$ cat config.mk
export PLATFORM = sky130hd
export DESIGN_NAME = secc_top
export DESIGN_NICKNAME = d
export VERILOG_FILES = /design/src/secc_evt_reg.v /design/src/secc_top.v
export VERILOG_INCLUDE_DIRS = /design/src
export SDC_FILE = /design/constraint.sdc
export NUM_CORES = 1
export LEC_CHECK = 0
export BUFFER_PORTS_ARGS = -buffer_cell sky130_fd_sc_hd__buf_2
export CAP_MARGIN = 0
export CORE_AREA = 3 3 92 94
export DETAILED_ROUTE_END_ITERATION = 8
export DIE_AREA = 0 0 95 97
export PLACE_DENSITY_LB_ADDON = 0.2
export SYNTH_ARGS = -nofsm -noshare
export SYNTH_HDL_FRONTEND = slang
export SYNTH_SLANG_ARGS = --single-unit
$ cat constraint.sdc
create_clock -name i_core_clk -period 1.9 [get_ports i_core_clk]
set_input_delay 0.19 -clock i_core_clk [delete_from_list [all_inputs] [get_ports i_core_clk]]
set_output_delay 0.19 -clock i_core_clk [all_outputs]
set_load 0.03 [all_outputs]
$ cat src/secc_defines.vh
// Constants for the status event common command block
`ifndef SECC_DEFINES_VH
`define SECC_DEFINES_VH

// Command codes on the command port
`define SECC_CMD_W          3
`define SECC_CMD_CLS        3'h1
`define SECC_CMD_ESE_SET    3'h2
`define SECC_CMD_ESE_QRY    3'h3
`define SECC_CMD_ESR_QRY    3'h4
`define SECC_CMD_OPC        3'h5

// Standard event register bit positions
`define SECC_EVT_W          8
`define SECC_BIT_OPC        0
`define SECC_BIT_CME        5

// Reset values
`define SECC_MASK_RST       8'h00
`define SECC_EVT_RST        8'h00

// Interrupt status bits
`define SECC_INT_W          3
`define SECC_INT_ESB        0
`define SECC_INT_RESP       1
`define SECC_INT_CME        2

// Register byte offsets
`define SECC_ADDR_W         8
`define SECC_OFF_EVT        8'h00
`define SECC_OFF_ENABLE     8'h04
`define SECC_OFF_INT_STAT   8'h08
`define SECC_OFF_INT_MASK   8'h0C
`define SECC_OFF_SUMMARY    8'h10

// Bus responses
`define SECC_RESP_OKAY      2'h0
`define SECC_RESP_SLVERR    2'h2

`endif

$ cat src/secc_evt_reg.v
// Sticky event bits where a set in the same cycle beats a clear
module secc_evt_reg #(
   parameter W = 8
) (
   // Clock and reset
   input  wire         i_core_clk,
   input  wire         i_rst,
   // Event control
   input  wire [W-1:0] i_set,
   input  wire [W-1:0] i_clr,
   // State
   output reg  [W-1:0] o_q
);

   always @(posedge i_core_clk or posedge i_rst) begin
      if (i_rst) begin
         o_q <= {W{1'b0}};
      end else begin
         o_q <= (o_q & ~i_clr) | i_set;
      end
   end

endmodule // secc_evt_reg

$ cat src/secc_top.v
// Status event common commands: clear, event enable, event status, summary
//
// Functional notes
// - Clear status empties event, extended, error queue
// - Clear status first in message flushes output
// - Enable set loads 8-bit mask, query returns it
// - Masked event bit never raises summary bit
// - Enable mask is zero after reset
// - Enable query leaves the mask unchanged
// - Event query returns register then clears it
// - Syntax error sets event bit 5
// - Bit 0 set by operation complete command
`include "secc_defines.vh"

module secc_top #(
   parameter EVT_W = `SECC_EVT_W,
   parameter INT_W = `SECC_INT_W
) (
   // Clock and reset
   input  wire                    i_core_clk,
   input  wire                    i_rst,
   // Command port
   input  wire                    i_cmd_valid,
   input  wire [`SECC_CMD_W-1:0]  i_cmd_code,
   input  wire [EVT_W-1:0]        i_cmd_arg,
   input  wire                    i_cmd_first,
   // Event sources
   input  wire [EVT_W-1:0]        i_evt_set,
   // Query answer
   output reg                     o_resp_valid,
   output reg  [EVT_W-1:0]        o_resp_data,
   // Clear strobes and status
   output reg                     o_err_queue_clr,
   output reg                     o_ext_evt_clr,
   output reg                     o_out_queue_clr,
   output reg                     o_event_summary_bit,
   output reg                     o_irq,
   // AXI4-Lite write address
   input  wire                    i_s_axi_awvalid,
   output reg                     o_s_axi_awready,
   input  wire [`SECC_ADDR_W-1:0] i_s_axi_awaddr,
   // AXI4-Lite write data
   input  wire                    i_s_axi_wvalid,
   output reg                     o_s_axi_wready,
   input  wire [31:0]             i_s_axi_wdata,
   input  wire [3:0]              i_s_axi_wstrb,
   // AXI4-Lite write response
   output reg                     o_s_axi_bvalid,
   input  wire                    i_s_axi_bready,
   output reg  [1:0]              o_s_axi_bresp,
   // AXI4-Lite read address
   input  wire                    i_s_axi_arvalid,
   output reg                     o_s_axi_arready,
   input  wire [`SECC_ADDR_W-1:0] i_s_axi_araddr,
   // AXI4-Lite read data
   output reg                     o_s_axi_rvalid,
   input  wire                    i_s_axi_rready,
   output reg  [31:0]             o_s_axi_rdata,
   output reg  [1:0]              o_s_axi_rresp
);

   localparam [1:0] RD_IDLE = 2'b01;
   localparam [1:0] RD_DATA = 2'b10;

   // Single-bit vector at a given position
   function [EVT_W-1:0] evt_bit;
      input integer pos;
      begin
         evt_bit = {EVT_W{1'b0}};
         evt_bit[pos] = 1'b1;
      end
   endfunction

   // Known register offset
   function addr_mapped;
      input [`SECC_ADDR_W-1:0] a;
      begin
         addr_mapped = (a == `SECC_OFF_EVT) || (a == `SECC_OFF_ENABLE) ||
                       (a == `SECC_OFF_INT_STAT) || (a == `SECC_OFF_INT_MASK) ||
                       (a == `SECC_OFF_SUMMARY);
      end
   endfunction

   reg  [EVT_W-1:0]        mask_r;
   reg  [INT_W-1:0]        int_mask_r;
   reg                     aw_got_r;
   reg                     w_got_r;
   reg  [`SECC_ADDR_W-1:0] waddr_r;
   reg  [31:0]             wdata_r;
   reg  [3:0]              wstrb_r;
   reg  [1:0]              rd_state_r;
   wire [EVT_W-1:0]        evt_q;
   wire [INT_W-1:0]        int_q;

   // Command decode
   wire cmd_cls     = i_cmd_valid && (i_cmd_code == `SECC_CMD_CLS);
   wire cmd_ese_set = i_cmd_valid && (i_cmd_code == `SECC_CMD_ESE_SET);
   wire cmd_ese_qry = i_cmd_valid && (i_cmd_code == `SECC_CMD_ESE_QRY);
   wire cmd_esr_qry = i_cmd_valid && (i_cmd_code == `SECC_CMD_ESR_QRY);
   wire cmd_opc     = i_cmd_valid && (i_cmd_code == `SECC_CMD_OPC);
   wire cmd_bad     = i_cmd_valid && !(cmd_cls || cmd_ese_set || cmd_ese_qry ||
                                       cmd_esr_qry || cmd_opc);

   // Standard event register
   wire [EVT_W-1:0] evt_set =
      i_evt_set |
      (cmd_opc ? evt_bit(`SECC_BIT_OPC) : {EVT_W{1'b0}}) |
      (cmd_bad ? evt_bit(`SECC_BIT_CME) : {EVT_W{1'b0}});
   // Fresh events in the clearing cycle survive the clear
   wire [EVT_W-1:0] evt_clr = {EVT_W{cmd_cls || cmd_esr_qry}};

   secc_evt_reg #(
      .W (EVT_W)
   ) u_std_evt (
      .i_core_clk (i_core_clk),
      .i_rst      (i_rst),
      .i_set      (evt_set),
      .i_clr      (evt_clr),
      .o_q        (evt_q)
   );

   // Write path
   wire wr_fire = aw_got_r && w_got_r && !o_s_axi_bvalid;
   wire wr_ok   = addr_mapped(waddr_r);
   wire wr_low  = wr_fire && wr_ok && wstrb_r[0];

   // Bus write to the enable register, command port wins a collision
   always @(posedge i_core_clk or posedge i_rst) begin
      if (i_rst) begin
         mask_r <= `SECC_MASK_RST;
      end else if (cmd_ese_set) begin
         mask_r <= i_cmd_arg;
      end else if (wr_low && (waddr_r == `SECC_OFF_ENABLE)) begin
         mask_r <= wdata_r[EVT_W-1:0];
      end
   end

   always @(posedge i_core_clk or posedge i_rst) begin
      if (i_rst) begin
         int_mask_r <= {INT_W{1'b0}};
      end else if (wr_low && (waddr_r == `SECC_OFF_INT_MASK)) begin
         int_mask_r <= wdata_r[INT_W-1:0];
      end
   end

   // Summary, query answers and clear strobes
   wire summary_nxt = |(evt_q & mask_r);

   always @(posedge i_core_clk or posedge i_rst) begin
      if (i_rst) begin
         o_event_summary_bit <= 1'b0;
         o_resp_valid        <= 1'b0;
         o_resp_data         <= {EVT_W{1'b0}};
         o_err_queue_clr     <= 1'b0;
         o_ext_evt_clr       <= 1'b0;
         o_out_queue_clr     <= 1'b0;
      end else begin
         o_event_summary_bit <= summary_nxt;
         o_resp_valid        <= cmd_ese_qry || cmd_esr_qry;
         if (cmd_ese_qry) begin
            o_resp_data <= mask_r;
         end else if (cmd_esr_qry) begin
            o_resp_data <= evt_q;
         end
         o_err_queue_clr <= cmd_cls;
         o_ext_evt_clr   <= cmd_cls;
         o_out_queue_clr <= cmd_cls && i_cmd_first;
      end
   end

   // Interrupt status: summary rise, query answer, syntax error
   wire [INT_W-1:0] int_set;
   assign int_set[`SECC_INT_ESB]  = summary_nxt && !o_event_summary_bit;
   assign int_set[`SECC_INT_RESP] = cmd_ese_qry || cmd_esr_qry;
   assign int_set[`SECC_INT_CME]  = cmd_bad;
   wire [INT_W-1:0] int_clr =
      (wr_low && (waddr_r == `SECC_OFF_INT_STAT)) ? wdata_r[INT_W-1:0] : {INT_W{1'b0}};

   secc_evt_reg #(
      .W (INT_W)
   ) u_int_stat (
      .i_core_clk (i_core_clk),
      .i_rst      (i_rst),
      .i_set      (int_set),
      .i_clr      (int_clr),
      .o_q        (int_q)
   );

   always @(posedge i_core_clk or posedge i_rst) begin
      if (i_rst) begin
         o_irq <= 1'b0;
      end else begin
         o_irq <= |(int_q & int_mask_r);
      end
   end

   // Write channels: address and data taken in either order
   always @(posedge i_core_clk or posedge i_rst) begin
      if (i_rst) begin
         aw_got_r        <= 1'b0;
         w_got_r         <= 1'b0;
         waddr_r         <= {`SECC_ADDR_W{1'b0}};
         wdata_r         <= 32'h00000000;
         wstrb_r         <= 4'h0;
         o_s_axi_awready <= 1'b0;
         o_s_axi_wready  <= 1'b0;
         o_s_axi_bvalid  <= 1'b0;
         o_s_axi_bresp   <= `SECC_RESP_OKAY;
      end else begin
         if (o_s_axi_bvalid) begin
            if (i_s_axi_bready) begin
               o_s_axi_bvalid  <= 1'b0;
               aw_got_r        <= 1'b0;
               w_got_r         <= 1'b0;
               o_s_axi_awready <= 1'b1;
               o_s_axi_wready  <= 1'b1;
            end
         end else begin
            if (!aw_got_r) begin
               o_s_axi_awready <= 1'b1;
            end
            if (!w_got_r) begin
               o_s_axi_wready <= 1'b1;
            end
            if (o_s_axi_awready && i_s_axi_awvalid) begin
               aw_got_r        <= 1'b1;
               waddr_r         <= i_s_axi_awaddr;
               o_s_axi_awready <= 1'b0;
            end
            if (o_s_axi_wready && i_s_axi_wvalid) begin
               w_got_r        <= 1'b1;
               wdata_r        <= i_s_axi_wdata;
               wstrb_r        <= i_s_axi_wstrb;
               o_s_axi_wready <= 1'b0;
            end
            if (wr_fire) begin
               o_s_axi_bvalid <= 1'b1;
               o_s_axi_bresp  <= wr_ok ? `SECC_RESP_OKAY : `SECC_RESP_SLVERR;
            end
         end
      end
   end

   // Read mux; reading never disturbs the event register
   reg [31:0] rd_word;
   always @* begin
      rd_word = 32'h00000000;
      case (i_s_axi_araddr)
         `SECC_OFF_EVT:      rd_word[EVT_W-1:0] = evt_q;
         `SECC_OFF_ENABLE:   rd_word[EVT_W-1:0] = mask_r;
         `SECC_OFF_INT_STAT: rd_word[INT_W-1:0] = int_q;
         `SECC_OFF_INT_MASK: rd_word[INT_W-1:0] = int_mask_r;
         `SECC_OFF_SUMMARY:  rd_word[0]         = o_event_summary_bit;
         default:            rd_word            = 32'h00000000;
      endcase
   end

   always @(posedge i_core_clk or posedge i_rst) begin
      if (i_rst) begin
         rd_state_r      <= RD_IDLE;
         o_s_axi_arready <= 1'b0;
         o_s_axi_rvalid  <= 1'b0;
         o_s_axi_rdata   <= 32'h00000000;
         o_s_axi_rresp   <= `SECC_RESP_OKAY;
      end else begin
         case (rd_state_r)
            RD_IDLE: begin
               o_s_axi_arready <= 1'b1;
               if (o_s_axi_arready && i_s_axi_arvalid) begin
                  o_s_axi_arready <= 1'b0;
                  o_s_axi_rvalid  <= 1'b1;
                  o_s_axi_rdata   <= rd_word;
                  o_s_axi_rresp   <= addr_mapped(i_s_axi_araddr) ?
                                     `SECC_RESP_OKAY : `SECC_RESP_SLVERR;
                  rd_state_r      <= RD_DATA;
               end
            end
            RD_DATA: begin
               if (i_s_axi_rready) begin
                  o_s_axi_rvalid  <= 1'b0;
                  o_s_axi_arready <= 1'b1;
                  rd_state_r      <= RD_IDLE;
               end
            end
            default: begin
               rd_state_r      <= RD_IDLE;
               o_s_axi_rvalid  <= 1'b0;
               o_s_axi_arready <= 1'b0;
            end
         endcase
      end
   end

endmodule // secc_top

# Word-level counts from Yosys, hierarchy flattened
# Index checks and enable logic that the tools add are counted.
[op_classes] n_addsub=0 multipliers=0 div=0 order_cmp=0 n_eq_ne=20 shifts=0 mux=36 n_bitwise=11 reduce_logical=52
[ops] cell="== test 8 x 4 -> 1 bit, second input constant" count=4
[ops] cell="two-way mux 8 bit" count=4
[ops] cell="two-way mux 1 bit" count=20
[ops] cell="logical AND 1 bit" count=18
[ops] cell="AND reduction 2 bit" count=9
[ops] cell="AND 8 bit" count=2
[ops] cell="== test 8 x 3 -> 1 bit, second input constant" count=2
[ops] cell="== test 8 x 5 -> 1 bit, second input constant" count=2
[ops] cell="logical NOT 8 bit" count=2
[ops] cell="logical OR 1 bit" count=14
[ops] cell="one-hot mux 5 bit (2 select lines)" count=1
[ops] cell="two-way mux 2 bit" count=4
[ops] cell="inverter 8 bit" count=1
[ops] cell="bitwise OR 8 x 1 -> 8 bit" count=1
[ops] cell="bitwise OR 8 x 6 -> 8 bit" count=1
[ops] cell="bitwise OR 8 bit" count=1
[ops] cell="one-hot mux 2 bit (4 select lines)" count=1
[ops] cell="nonzero test 2 bit" count=4
[ops] cell="OR reduction 8 bit" count=1
[ops] cell="AND 3 bit" count=2
[ops] cell="== test 3 x 2 -> 1 bit, second input constant" count=2
[ops] cell="== test 3 bit, second input constant" count=2
[ops] cell="two-way mux 6 bit" count=1
[ops] cell="inequality test 3 x 2 -> 1 bit, second input constant" count=2
[ops] cell="other kinds (14)" count=18
[word_totals] reg_bits=73 latch_bits=0 ramBits=0 romBits=0 out_inout_bits=55 elab_cells=143 mem_count=0

# Longest topological paths before layout
[logic_depth] depth_word=12 depth_mapped=6

# Cells and area by module
# Synthesis repeated with hierarchy kept, for this count alone.
[hier_totals] cells_unflattened=301 area_unflattened_um2=3323.2
[by_module_without_submodules] module="secc_top" instances=1 cells_per_inst=266 area_each_um2=2916.5
[by_module_without_submodules] module="secc_evt_reg at u_std_evt" instances=1 cells_per_inst=25 area_each_um2=294.0
[by_module_without_submodules] module="secc_evt_reg at u_int_stat" instances=1 cells_per_inst=10 area_each_um2=112.6

# Worst setup path after synthesis
# Ideal clock, no wire load.
[synth_timing] path_kind="reg2reg" start="reg waddr_r[7]" end="reg mask_r[0]" setup_ps=125 arrival_time_ps=1647 t_required_ps=1775 setup_slack_ps=128 stages_incl_launch_ff=5 n_path_buf=0 synth_period_minus_slack_ps=1772 path_cell_list="dfrtp_1 or4_4 nor3_4 nand4_4 mux2_2"
[synth_between] elab_chain_len=9
[synth_rtl] element="from (decl)" line="secc_top.v:88" source="reg [`SECC_ADDR_W-1:0] waddr_r;"
[synth_rtl] element="from (signal assigned)" line="secc_top.v:202" source="waddr_r <= {`SECC_ADDR_W{1'b0}};"
[synth_rtl] element="from (signal assigned)" line="secc_top.v:227" source="waddr_r <= i_s_axi_awaddr;"
[synth_rtl] element="== test 8 x 3 -> 1 bit (no source line) / logical NOT 8 bit (equally long branches)"
[synth_rtl] element="logical OR 1 bit (4 in series)" line="secc_top.v:78" source="addr_mapped = (a == `SECC_OFF_EVT) || (a == `SECC_OFF_ENABLE) ||"
[synth_rtl] element="logical AND 1 bit (2 in series)" line="secc_top.v:125" source="wire wr_low = wr_fire && wr_ok && wstrb_r[0];"
[synth_rtl] element="logical AND 1 bit *" line="secc_top.v:133" source="end else if (wr_low && (waddr_r == `SECC_OFF_ENABLE)) begin"
[synth_rtl] element="nonzero test 2 bit (no source line) *"
[synth_rtl] element="to (signal assigned)" line="secc_top.v:130" source="mask_r <= `SECC_MASK_RST;"
[synth_rtl] element="to (signal assigned)" line="secc_top.v:132" source="mask_r <= i_cmd_arg;"
[synth_rtl] element="to (signal assigned)" line="secc_top.v:134" source="mask_r <= wdata_r[EVT_W-1:0];"
[synth_rtl] element="to (decl)" line="secc_top.v:84" source="reg [EVT_W-1:0] mask_r;"
# Mark *: on every way between the ends. The rest lies on a longest branch, timed or not.
# A chain may end at the register's enable or synchronous reset.

# Worst setup path in the final report
[layout_timing] start="reg waddr_r[7]" end="reg int_mask_r[2]"
[layout_between] elab_chain_len=8
[layout_rtl] element="== test 8 x 3 -> 1 bit (no source line) / logical NOT 8 bit (equally long branches)"
[layout_rtl] element="logical OR 1 bit (4 in series)" line="secc_top.v:78"
[layout_rtl] element="logical AND 1 bit (2 in series)" line="secc_top.v:125"
[layout_rtl] element="logical AND 1 bit *" line="secc_top.v:141" source="end else if (wr_low && (waddr_r == `SECC_OFF_INT_MASK)) begin"
[layout_rtl] element="to (signal assigned)" line="secc_top.v:140" source="int_mask_r <= {INT_W{1'b0}};"
[layout_rtl] element="to (signal assigned)" line="secc_top.v:142" source="int_mask_r <= wdata_r[INT_W-1:0];"
[layout_rtl] element="to (decl)" line="secc_top.v:85" source="reg [INT_W-1:0] int_mask_r;"
# Marks and branches as above.

==> results.md <==
- Status: completed
- Sequential fraction of the synthesis area: 0.521
- Clock power frac: 0.243
- Total power: 4.94 mW
- Placed Cells: 467
- Warnings, synthesis: 0
- RR Startpoint: waddr_r[7]$_DFFE_PP0P_
- Max cap viols: 0
- Top FF cell, synth: dfrtp_1
- Fmax: 0.534 GHz
- Final Routed Wirelength: 6860 um
- Slew Viols, Final: 0
- Skew final: approximately 0.011 ns
- Final core occ: 0.525
- Critical Path AT: 2.10 ns
- Row count: 32
- FILL cells: about 750
- Routed via count: ~2400
- Worst Path Class, Setup: register to register
- Hold Path End: u_std_evt.o_q[0]$_DFF_PP0_
- Number of buffers created by CTS: 9
- Detail Placement HPWL: around 5300 um
- CP Launch Type: register
- CP Cell Sequence: or4_4 > nor3_4 > nand4_1 > mux2_2
- Nets@finish: 459
- Gpl congestion: 0.786
- Pleak: 2.02 nW
- CTS sink cnt: 70
- Register bit total from synthesis: 70
- DR pass1 iterations: 4
- Worst hold stages: 3
- Clk root buf: clkbuf_8
- Post-synth EDFFs: 0
- I/O Buffers: 81
- Reg clk slew, reported paths: 0.07 ns
- Hold Startpoint: i_evt_set[0]
- Drt first-iter violations: around 100
- Post-synth cell types: 43
- WP buf/inv: 0
- Synth area leader: dfrtp_1
- Setup TNS: 0 ns
- P_int: about 3.2 mW
- Top fanout value on the critical path: 3
- Die W: 95 um
- Comb pwr share: 0.300
- Slew Limit Headroom: 0.625
- I/O pins: 135
- CTS tree: done
- Synth Cell Area: around 3400 um^2
- Post-synthesis async set-or-reset flop share: 1.00
- Share of the synthesized area in the top cell type: 0.514
- Worst path slowest cell: or4_4
- Fin. Hold Viols: 0
- Initial antenna violation count: 1
- Area growth from synthesis to layout: 20.7%
- Switching pwr: 1.70 mW
- Cells after Synth: 285
- Commonest non-fill, non-tap cell in the layout: buf_2
- Average cell area after synthesis: 11.8 um^2
- Fin cells: 484
- WP data required: 2.12 ns
- # diodes: 0
- Reg-to-Reg End: int_mask_r[2]$_DFFE_PP0P_
- R2R Setup Slk: 0.03 ns
- Core Region: between 7000 and 8000 um^2
- Gr usage total: 0.153
- Die area: 9220 um^2
- CP endpoint kind: register
- Hold Crit Class: primary input to register
- Reg2reg path depth: 4
- First-pass GRT wire length: 11000 um
- Family with the most delay on the worst path: simple AND/OR/NAND/NOR gates
- WL per Instance: 14.2 um
- Synth area leaders: dfrtp_1, mux2_2, buf_4
- Chip Height: 97 um
- Final worst path period share: 0.986
- Seq pwr share: 0.457
- Grt ovf: 0
- Endpoints failing setup: 0
- Largest net degree at the start of global routing: 27
- Drt drc: 0
- Tmin final: 1.87 ns
- Commonest cells after routing, fill and taps aside: buf_2, dfrtp_1, mux2_2
- Stages on the worst setup path: 4
- H-tree levels: 3
- Sw Ratio: 0.345
- Worst VDD drop: 742 uV
- Share of layout cells above drive strength 1: 0.406
- Initial core utilization: 0.435
- Clock Latency Late Sink: ~0.34 ns
- Pwr/cell area: 1220 nW/um^2
- Max stage delay on crit path: 0.56 ns
- Vias in the first global route: 2325
- Antenna Nets Post-Route: 0
- Fin worst setup slack: approximately 0.027 ns
- Place WS: 0.0338 ns
- RSZ-0062 raised after global routing: yes
- Worst slew pin tran: roughly 0.56 ns
- Via-per-instance ratio: 4.86
- CTS max path bufs: 2
-- cell usage after synthesis, types with 2 or more instances --
cell and count:
dfrtp_1 69, mux2_2 41, buf_4 27, o21ai_0 23
nand2_1 21, inv_1 12, mux2i_1 10, a21o_1 8
a22o_1 6, a22oi_1 6, clkbuf_1 6, nand3_1 6
nor2b_1 4, nor3_1 4, a21oi_1 3, nor2_1 3
nor3b_1 3, a31oi_1 2, ha_1 2, mux4_2 2
nand4_1 2, nor4bb_1 2, o21a_1 2, o41ai_1 2
-- worst max path at each step --
stage | from | endpoint
after global routing | waddr_r[7]$_DFFE_PP0P_ | mask_r[0]$_DFFE_PP0P_
final | waddr_r[7]$_DFFE_PP0P_ | int_mask_r[2]$_DFFE_PP0P_
after CTS | waddr_r[7]$_DFFE_PP0P_ | mask_r[0]$_DFFE_PP0P_
after floorplan | waddr_r[7]$_DFFE_PP0P_ | mask_r[0]$_DFFE_PP0P_
after detailed placement | waddr_r[7]$_DFFE_PP0P_ | mask_r[1]$_DFFE_PP0P_
after global placement | waddr_r[7]$_DFFE_PP0P_ | mask_r[6]$_DFFE_PP0P_
-- repair_timing --
item,in CTS,in global routing
endpoints found under the setup margin,0,11
resized for setup,0,1
hold buffers,1,0
setup buffers,0,0
hold endpoints to repair,22,0
-- metrics by stage --
stage / instance area, um^2 / hold WS [ns]
6_report: 4060 / 0.0340
5_1_grt: 4060 / 0.0292
4_1_cts: 4060 / 0.0211
3_5_place_dp: 3840 / 0.278
3_3_place_gp: 3840 / 0.280
2_1_floorplan: 3460 / 0.268
-- registers in the layout, summed over array words and instances, names as in the netlist, 3 cells and up --
| register | count |
|---|---|
| wdata_r | 8 |
| waddr_r | 8 |
| u_int_stat.o_q | 3 |
| o_s_axi_rdata | 8 |
| mask_r | 8 |
| o_resp_data | 8 |
| u_std_evt.o_q | 8 |
| int_mask_r | 3 |
-- worst min-delay path: stages --
cell	delay, ns
buf_2	0.08
a31oi_1	0.03
nand2_1	0.04
-- cell families after synthesis --
kind of cell,share of synthesized area
AO/OA/AOI/OAI,0.111
XOR/XNOR,0.00261
adder cells (fa/ha/maj),0.00744
buffers and inverters,0.0830
flip-flops,0.521
multiplexers,0.180
other,0.00112
AND/OR/NAND/NOR,0.0930
-- routing by layer --
layer	GRT usage	vias up	wire, um
met3	0.0607	9	554
met2	0.245	83	3220
li1	-	1152	-
met5	0	-	7
met1	0.194	1106	3000
met4	0.0355	2	70
-- power groups by stage --
stage               logic (mW)  clock network [mW]  registers [mW]
floorplan                0.926                   0            2.44
global placement          1.45                   0            2.26
detailed placement        1.49                   0            2.28
CTS                       1.50                1.24            2.26
global route              1.64                1.31            2.32
finish                    1.48                1.20            2.26
-- layout make-up --
class | instances | area (um^2) | area share
Multi-Input combinational cell | 193 | 1430 | 0.353
Tap cell | 102 | 128 | 0.0314
Clock inverter | 4 | 45.0 | 0.0111
Timing Repair Buffer | 91 | 495 | 0.122
Inverter | 12 | 48.8 | 0.0120
Sequential cell | 70 | 1750 | 0.432
Clock buffer | 12 | 155 | 0.0382
Note: power is estimated with default switching activity, not from simulation.
